File: src/rtl/dscp_remap_pkg.sv
// Constants shared by the DSCP priority remap table files.
package dscp_remap_pkg;

	// ------------------------------------------------------------
	// Widths
	// ------------------------------------------------------------
	localparam int ADDR_W  = 16;
	localparam int DATA_W  = 8;
	localparam int PRIO_W  = 3;
	localparam int DSCP_W  = 6;
	localparam int ENTRY_N = 15;
	localparam int IDX_W   = 4;
	localparam int PAIR_W  = 2 * PRIO_W;

	// ------------------------------------------------------------
	// Register offsets
	// ------------------------------------------------------------
	localparam logic [ADDR_W-1:0] DSCP_MAP_04_05 = 16'h0342;
	localparam logic [ADDR_W-1:0] DSCP_MAP_06_07 = 16'h0343;
	localparam logic [ADDR_W-1:0] DSCP_MAP_08_09 = 16'h0344;
	localparam logic [ADDR_W-1:0] DSCP_MAP_0A_0B = 16'h0345;
	localparam logic [ADDR_W-1:0] DSCP_MAP_0C_0D = 16'h0346;
	localparam logic [ADDR_W-1:0] DSCP_MAP_0E_0F = 16'h0347;
	localparam logic [ADDR_W-1:0] DSCP_MAP_10_11 = 16'h0348;
	localparam logic [ADDR_W-1:0] DSCP_MAP_12_13 = 16'h0349;
	localparam logic [ADDR_W-1:0] DSCP_MAP_14_15 = 16'h034a;
	localparam logic [ADDR_W-1:0] DSCP_MAP_16_17 = 16'h034b;
	localparam logic [ADDR_W-1:0] DSCP_MAP_18_19 = 16'h034c;
	localparam logic [ADDR_W-1:0] DSCP_MAP_1A_1B = 16'h034d;
	localparam logic [ADDR_W-1:0] DSCP_MAP_1C_1D = 16'h034e;
	localparam logic [ADDR_W-1:0] DSCP_MAP_1E_1F = 16'h034f;
	localparam logic [ADDR_W-1:0] DSCP_MAP_20_21 = 16'h0350;

	// ------------------------------------------------------------
	// Field layout and values
	// ------------------------------------------------------------
	localparam int LO_LSB     = 0;
	localparam int HI_LSB     = 4;
	localparam int DIRECT_LSB = 3;

	localparam logic [PRIO_W-1:0] PRIO_RESET   = 3'h0;
	localparam logic [PRIO_W-1:0] PRIO_NONE    = 3'h0;
	localparam logic [DATA_W-1:0] RDATA_IDLE   = 8'h00;
	localparam logic [DSCP_W-1:0] DSCP_FIRST   = 6'h04;
	localparam logic [DSCP_W-1:0] DSCP_LAST    = 6'h21;

	// ------------------------------------------------------------
	// Source of the priority handed on
	// ------------------------------------------------------------
	typedef enum logic [3:0]
	{
		SRC_NONE   = 4'b0001,
		SRC_TABLE  = 4'b0010,
		SRC_DIRECT = 4'b0100,
		SRC_EXT    = 4'b1000
	} prio_src_e;

endpackage

File: src/rtl/dscp_map_index.sv
// Address and DSCP decode into table entry indices.
`timescale 1ns/1ps

module dscp_map_index
(
	// Register address
	input  wire logic [15:0] addr_i,
	output logic             addr_hit_o,
	output logic [3:0]       addr_idx_o,
	// DSCP code
	input  wire logic [5:0]  dscp_i,
	output logic             dscp_hit_o,
	output logic [3:0]       dscp_idx_o,
	output logic             dscp_odd_o
);

	logic [15:0] addr_off;
	logic [5:0]  dscp_off;

	// The entries are contiguous, so the offset from the first one is the index.
	assign addr_off   = addr_i - dscp_remap_pkg::DSCP_MAP_04_05;
	assign addr_hit_o = (addr_i >= dscp_remap_pkg::DSCP_MAP_04_05)
	                  && (addr_i <= dscp_remap_pkg::DSCP_MAP_20_21);
	assign addr_idx_o = addr_off[3:0];

	// Two codes share one entry; the odd code takes the high field.
	assign dscp_off   = dscp_i - dscp_remap_pkg::DSCP_FIRST;
	assign dscp_hit_o = (dscp_i >= dscp_remap_pkg::DSCP_FIRST)
	                  && (dscp_i <= dscp_remap_pkg::DSCP_LAST);
	assign dscp_idx_o = dscp_off[4:1];
	assign dscp_odd_o = dscp_i[0];

endmodule

File: src/rtl/dscp_map_store.sv
// Storage of the priority entry pairs with registered read ports.
`timescale 1ns/1ps

module dscp_map_store
(
	// Clock and reset
	input  wire logic       clk_i,
	input  wire logic       reset_i,
	// Write port
	input  wire logic       wr_en_i,
	input  wire logic [3:0] wr_idx_i,
	input  wire logic [5:0] wr_data_i,
	// Bus read port
	input  wire logic       bus_en_i,
	input  wire logic [3:0] bus_idx_i,
	output logic      [5:0] bus_data_o,
	// Lookup read port
	input  wire logic [3:0] lk_idx_i,
	output logic      [5:0] lk_data_o
);

	logic [5:0] entry_r [dscp_remap_pkg::ENTRY_N];

	// ------------------------------------------------------------
	// Entries
	// ------------------------------------------------------------
	for (genvar g = 0; g < dscp_remap_pkg::ENTRY_N; g++)
	begin : g_entry
		always_ff @(posedge clk_i)
		begin
			if (reset_i)
				entry_r[g] <= {dscp_remap_pkg::PRIO_RESET, dscp_remap_pkg::PRIO_RESET};
			else if (wr_en_i && (wr_idx_i == 4'(g)))
				entry_r[g] <= wr_data_i;
		end
	end

	// ------------------------------------------------------------
	// Read ports
	// ------------------------------------------------------------
	// Bus data rest at zero so the read answer stands for one cycle only.
	always_ff @(posedge clk_i)
	begin
		if (reset_i || !bus_en_i)
			bus_data_o <= {dscp_remap_pkg::PRIO_RESET, dscp_remap_pkg::PRIO_RESET};
		else
			bus_data_o <= entry_r[bus_idx_i];
	end

	// Write-first, so a frame taken with a write to its entry sees the new value.
	always_ff @(posedge clk_i)
	begin
		if (reset_i)
			lk_data_o <= {dscp_remap_pkg::PRIO_RESET, dscp_remap_pkg::PRIO_RESET};
		else if (wr_en_i && (wr_idx_i == lk_idx_i))
			lk_data_o <= wr_data_i;
		else
			lk_data_o <= entry_r[lk_idx_i];
	end

endmodule

File: src/rtl/dscp_priority_remap_table.sv
// DSCP to internal priority remap table for codes 0x04 to 0x21.
//
// Behaviour
// - IP frames get 3-bit priority by DSCP.
// - Codes 0x04-0x0F from 0x0342-0x0347.
// - Codes 0x10-0x1F from 0x0348-0x034F.
// - Codes 0x20, 0x21 from 0x0350.
// - Entries reset to zero, readable and writable.
// - Remap disabled: priority is DSCP bits 5:3.
//
// The strobed register port was chosen for this implementation.
`timescale 1ns/1ps

module dscp_priority_remap_table
(
	// Clock and reset
	input  wire logic        clk_i,
	input  wire logic        reset_i,
	// Register port
	input  wire logic [15:0] addr_i,
	input  wire logic [7:0]  wdata_i,
	input  wire logic        wr_i,
	input  wire logic        rd_i,
	output logic      [7:0]  rdata_o,
	// Frame classification request
	input  wire logic        frame_valid_i,
	input  wire logic        frame_ip_i,
	input  wire logic [5:0]  dscp_i,
	input  wire logic        remap_en_i,
	input  wire logic [2:0]  ext_prio_i,
	// Classification answer
	output logic             prio_valid_o,
	output logic      [2:0]  prio_o,
	output logic      [3:0]  prio_src_o
);

	// ------------------------------------------------------------
	// Decode
	// ------------------------------------------------------------
	logic       addr_hit;
	logic [3:0] addr_idx;
	logic       dscp_hit;
	logic [3:0] dscp_idx;
	logic       dscp_odd;

	dscp_map_index u_index
	(
		.addr_i     (addr_i),
		.addr_hit_o (addr_hit),
		.addr_idx_o (addr_idx),
		.dscp_i     (dscp_i),
		.dscp_hit_o (dscp_hit),
		.dscp_idx_o (dscp_idx),
		.dscp_odd_o (dscp_odd)
	);

	// ------------------------------------------------------------
	// Register access
	// ------------------------------------------------------------
	logic       map_wr;
	logic       map_rd;
	logic [5:0] map_wdata;
	logic [5:0] bus_pair;
	logic [5:0] lk_pair;

	// Writes and reads outside the table range are ignored and read as zero.
	assign map_wr = wr_i && addr_hit;
	assign map_rd = rd_i && addr_hit;

	// Bits 7 and 3 are dropped on the way in.
	assign map_wdata =
	{
		wdata_i[dscp_remap_pkg::HI_LSB +: dscp_remap_pkg::PRIO_W],
		wdata_i[dscp_remap_pkg::LO_LSB +: dscp_remap_pkg::PRIO_W]
	};

	dscp_map_store u_store
	(
		.clk_i      (clk_i),
		.reset_i    (reset_i),
		.wr_en_i    (map_wr),
		.wr_idx_i   (addr_idx),
		.wr_data_i  (map_wdata),
		.bus_en_i   (map_rd),
		.bus_idx_i  (addr_idx),
		.bus_data_o (bus_pair),
		.lk_idx_i   (dscp_idx),
		.lk_data_o  (lk_pair)
	);

	// The read data are wiring of the store's read register, zero when idle.
	assign rdata_o =
	{
		1'b0,
		bus_pair[dscp_remap_pkg::PRIO_W +: dscp_remap_pkg::PRIO_W],
		1'b0,
		bus_pair[0 +: dscp_remap_pkg::PRIO_W]
	};

	// ------------------------------------------------------------
	// Lookup stage one
	// ------------------------------------------------------------
	// The table read takes one cycle, so the frame's attributes wait beside it.
	logic       s1_valid_r;
	logic       s1_ip_r;
	logic       s1_en_r;
	logic       s1_hit_r;
	logic       s1_odd_r;
	logic [2:0] s1_direct_r;
	logic [2:0] s1_ext_r;

	always_ff @(posedge clk_i)
	begin
		if (reset_i)
			s1_valid_r <= 1'b0;
		else
			s1_valid_r <= frame_valid_i;
	end

	always_ff @(posedge clk_i)
	begin
		if (reset_i)
		begin
			s1_ip_r     <= 1'b0;
			s1_en_r     <= 1'b0;
			s1_hit_r    <= 1'b0;
			s1_odd_r    <= 1'b0;
			s1_direct_r <= dscp_remap_pkg::PRIO_NONE;
			s1_ext_r    <= dscp_remap_pkg::PRIO_NONE;
		end
		else if (frame_valid_i)
		begin
			s1_ip_r     <= frame_ip_i;
			s1_en_r     <= remap_en_i;
			s1_hit_r    <= dscp_hit;
			s1_odd_r    <= dscp_odd;
			s1_direct_r <= dscp_i[dscp_remap_pkg::DIRECT_LSB +: dscp_remap_pkg::PRIO_W];
			s1_ext_r    <= ext_prio_i;
		end
	end

	// ------------------------------------------------------------
	// Priority selection
	// ------------------------------------------------------------
	logic [2:0]                tbl_prio;
	logic [2:0]                prio_nxt;
	dscp_remap_pkg::prio_src_e src_nxt;

	// Even code in the low field, odd code in the high field.
	assign tbl_prio = s1_odd_r ? lk_pair[dscp_remap_pkg::PRIO_W +: dscp_remap_pkg::PRIO_W]
	                           : lk_pair[0 +: dscp_remap_pkg::PRIO_W];

	always_comb
	begin
		prio_nxt = dscp_remap_pkg::PRIO_NONE;
		src_nxt  = dscp_remap_pkg::SRC_NONE;
		if (!s1_ip_r)
		begin
			prio_nxt = dscp_remap_pkg::PRIO_NONE;
			src_nxt  = dscp_remap_pkg::SRC_NONE;
		end
		else if (!s1_en_r)
		begin
			prio_nxt = s1_direct_r;
			src_nxt  = dscp_remap_pkg::SRC_DIRECT;
		end
		else if (s1_hit_r)
		begin
			prio_nxt = tbl_prio;
			src_nxt  = dscp_remap_pkg::SRC_TABLE;
		end
		else
		begin
			// Codes held by the neighbouring tables arrive on the side input.
			prio_nxt = s1_ext_r;
			src_nxt  = dscp_remap_pkg::SRC_EXT;
		end
	end

	// ------------------------------------------------------------
	// Answer registers
	// ------------------------------------------------------------
	dscp_remap_pkg::prio_src_e src_r;
	logic [2:0]                prio_r;
	logic                      valid_r;

	always_ff @(posedge clk_i)
	begin
		if (reset_i)
			valid_r <= 1'b0;
		else
			valid_r <= s1_valid_r;
	end

	// Priority and source hold their last value between answers.
	always_ff @(posedge clk_i)
	begin
		if (reset_i)
		begin
			prio_r <= dscp_remap_pkg::PRIO_NONE;
			src_r  <= dscp_remap_pkg::SRC_NONE;
		end
		else if (s1_valid_r)
		begin
			prio_r <= prio_nxt;
			src_r  <= src_nxt;
		end
	end

	assign prio_valid_o = valid_r;
	assign prio_o       = prio_r;
	assign prio_src_o   = src_r;

endmodule

File: config.mk
export PLATFORM = sky130hd
export DESIGN_NAME = dscp_priority_remap_table
export DESIGN_NICKNAME = d
export VERILOG_FILES = /design/src/rtl/dscp_remap_pkg.sv /design/src/rtl/dscp_map_index.sv /design/src/rtl/dscp_map_store.sv /design/src/rtl/dscp_priority_remap_table.sv
export SDC_FILE = /design/constraint.sdc
export NUM_CORES = 1
export LEC_CHECK = 0
export BUFFER_PORTS_ARGS = -buffer_cell sky130_fd_sc_hd__buf_2
export CAP_MARGIN = 10
export CORE_ASPECT_RATIO = 0.8
export CORE_MARGIN = 2
export CORE_UTILIZATION = 45
export CTS_CLUSTER_SIZE = 28
export DETAILED_ROUTE_END_ITERATION = 10
export MAX_ROUTING_LAYER = met4
export PLACE_DENSITY = 0.65
export REMOVE_ABC_BUFFERS = 1
export SLEW_MARGIN = 10
export SYNTH_ARGS = -nofsm -noshare
export SYNTH_HDL_FRONTEND = slang
export SYNTH_SLANG_ARGS = --single-unit
File: constraint.sdc
create_clock -name clk_i -period 2.35 [get_ports clk_i]
set_input_delay 0.1175 -clock clk_i [delete_from_list [all_inputs] [get_ports clk_i]]
set_output_delay 0.1175 -clock clk_i [all_outputs]
set_load 0.1 [all_outputs]
==> reports/results.tsv <==
stage	metric	value	unit
sta	worst_pin_slew	0.882	ns
detailed_routing	drt_wl_total	16.4	mm
yosys	yosys-top-cells-count	nor2_1 (121), edfxtp_1 (90), nand2_1 (48)	
sta	rsz0062_at_grt	no	
yosys	async_flop_share	0	
status	status	complete, no violations	
sta	maxSlewViolCount	0	
floorplanning	ios	56	
yosys	synth_area_per_cell	11.9	um2
yosys	yosysTopAreaCellShare	0.428	
critical_path	cp_top_family	buffers and inverters	
final_layout	layout-drive-gt1-share	0.278	
critical_path	path_buf_inv	4	
final_layout	areaGrowthSynthToFinish	19.9	%
pwr	power.density	753	nW/um2
detailed_routing	dr.pass1.iters	5	
detailed_routing	first_iter_violations	435	
detailed_routing	ant_nets	0	
detailed_routing	drc	0	
global_routing	grt_pass1_vias	4510	
cts	clk_latency	0.42	ns
global_routing	antenna_found_initial	0	
cts	cts_tree	yes	
yosys	ys_seq_area_frac	0.527	
global_routing	grt_overflow	0	
critical_path	cpPeakStageDelay	0.52	ns
critical_path	rr_worst_depth	5	
detailed_routing	wire_per_inst	20.4	um
critical_path	critPathArrivalTime	2.46	ns
sta	clock.fmax	467	MHz
detailed_routing	dr_total_vias	4782	
pwr	p_clk_frac	0.443	
global_routing	grt_max_degree	32	
critical_path	cp.required	2.67	ns
pwr	p_leak	2.71	nW
floorplanning	die_h	110	um
cts	cts_setup_buffers	0	
yosys	ys_ff_latch	121	
cts	clockBufferDepth	2	
sta	setup_slack	0.209	ns
final_layout	n_antenna_cell	0	
cts	cts_made_buffers	17	
floorplanning	core_area	13600	um2
worst_hold_path	hold_class	input port to register	
sta	setup_viol	0	
global_routing	track_usage	0.238	
floorplanning	start_util	0.462	
final_layout	fillCellCount	1123	
critical_path	critPathSlowestCell	dlygate4sd3_1	
critical_path	cp.depth	10	
pwr	p_comb_frac	0.124	
flow_run	max-cap-violations	0	
critical_path	crit_chain	dlygate4sd3_1 -> buf_2 -> inv_1 -> ha_1 -> xnor2_4 -> xnor2_1 -> nor4_1 -> buf_4 -> nand3_1 -> a21oi_1	
yosys	syn_inst	531	
final_layout	nets	654	
yosys	yosysTopAreaCell	edfxtp_1	
yosys	yosysMostFrequentCell	nor2_1	
placed_design	place_congestion	0.917	
placed_design	dp_slack	0.0610	ns
cts	cts_num_sinks	121	
cts	cts.htree.levels	4	
critical_path	end_kind	register	
cts	path_clk_slew	0.05	ns
yosys	yosys_warnings	0	
detailed_routing	routed_via_density	5.96	
global_routing	grt_pass1_wl	24.7	mm
yosys	yosysUniqueCellTypes	49	
sta	hold_slack	0.0453	ns
pwr	ir_drop	546	uV
floorplanning	die_area	15000	um2
pwr	intPower	4.31	mW
yosys	synthFlopType	edfxtp_1	
yosys	synth_area_leaders	edfxtp_1 (43%), mux4_2 (13%), dfxtp_1 (9.8%), nor2_1 (7.2%), mux2i_1 (4.3%)	
yosys	synth_edf_count	90	
sta	min_period	2.14	ns
cts	root_buffer	clkbuf_16	
pwr	swShare	0.242	
yosys	synth_area	6310	um2
floorplanning	rows	38	
sta	finalClockSkew	0.00901	ns
floorplanning	die_w	136	um
placed_design	port_buffers	51	
pwr	p_sw	1.38	mW
pwr	p_seq_frac	0.432	
sta	hold_viol	0	
critical_path	critPathMaxFanout	19	
sta	maxSlewHeadroom	0.408	
cts	ctsResizeCount	0	
placed_design	hpwl	11.5	mm
worst_hold_path	holdPathStages	3	
critical_path	crit_type	input port to register	
critical_path	critical_path.startpoint_type	input port	
sta	finalCritPeriodShare	0.911	
[layout by cell type (no fill, tap or decap), drive strengths merged, types with 4 or more instances in the layout]
master and count:
inv 12, dfxtp 31, a31oi 7, mux2 6, a22o 6, edfxtp 90, clkbuf 20, xor2 4
dlygate4sd3 8, a2111oi 6, a211oi 15, nand2 49, buf 91, a311oi 6, mux2i 27, ha 4
a21oi 14, mux4 36, nor2 122, nand3 9, o21ai 15, clkinv 7
[layout make-up]
type,instances,area (um2),area share
flip-flops and latches,121,3320,0.439
multi-input cells,360,2710,0.358
repair buffers,99,686,0.0907
clock buffers,20,457,0.0604
well taps,180,225,0.0298
clock inverters,12,124,0.0164
inverters,11,41.3,0.00546
[power by group through the flow]
stage	registers, mW	clock network (mW)	logic (mW)
3_5_place_dp	2.50	0	0.684
3_3_place_gp	2.50	0	0.671
4_1_cts	2.46	2.56	0.699
2_1_floorplan	2.49	0	0.399
5_1_grt	2.47	2.66	0.753
6_report	2.46	2.52	0.707
[routing by layer]
metal	track usage	share of wire
met4	0.105	0.032
met2	0.346	0.44
met3	0.0581	0.10
met5	-	0
met1	0.319	0.43
[worst min-delay path: stages]
cell     delay, ns
buf_2         0.15
nand3_1       0.08
a21oi_1       0.06
[metrics by stage]
step / TNS [ns] / utilization / instance area [um2] / std cells / total power, mW
CTS: 0 / 0.554 / 7560 / 803 / 5.72
finish: 0 / 0.554 / 7560 / 803 / 5.69
global placement: 0 / 0.506 / 6900 / 763 / 3.17
global route: 0 / 0.554 / 7560 / 803 / 5.88
floorplan: -11.37 / - / 6060 / 492 / 2.89
detailed placement: 0 / 0.506 / 6900 / 763 / 3.19
[cells by family after synthesis]
group | count (synthesis) | share of synthesized area
other cells | 1 | 0.000595
buf+inv | 51 | 0.0458
fa+ha+maj | 4 | 0.00794
compound gates | 76 | 0.0837
xor+xnor | 7 | 0.0127
mux | 69 | 0.182
simple gates | 202 | 0.140
flops | 121 | 0.527
[final timing paths]
| path | slack [ns] | from | endpoint |
|---|---|---|---|
| worst max-delay path | 0.21 | dscp_i[3] | u_store.lk_data_o[5]$_SDFF_PP0_ |
| worst min-delay path | 0.05 | wdata_i[1] | u_store.lk_data_o[1]$_SDFF_PP0_ |
| worst max register to register | 0.74 | u_store.entry_r[1][5]$_SDFFCE_PN0P_ | u_store.lk_data_o[5]$_SDFF_PP0_ |
| worst min register to register | 0.46 | prio_src_o[1]$_SDFFE_PP0P_ | prio_src_o[1]$_SDFFE_PP0P_ |
[what timing repair did]
action                                 4_1_cts  5_1_grt
endpoints found under the hold margin        8        0
hold buffers                                 8        0
setup endpoints to repair                    0        0
[registers in the layout (all words and copies together) (netlist names), 3 cells and up]
register / cells
u_store.entry_r: 90
u_store.bus_data_o: 6
u_store.lk_data_o: 6
prio_src_o: 4
prio_o: 3
s1_direct_r: 3
s1_ext_r: 3
(Power assumes the default switching activity.)
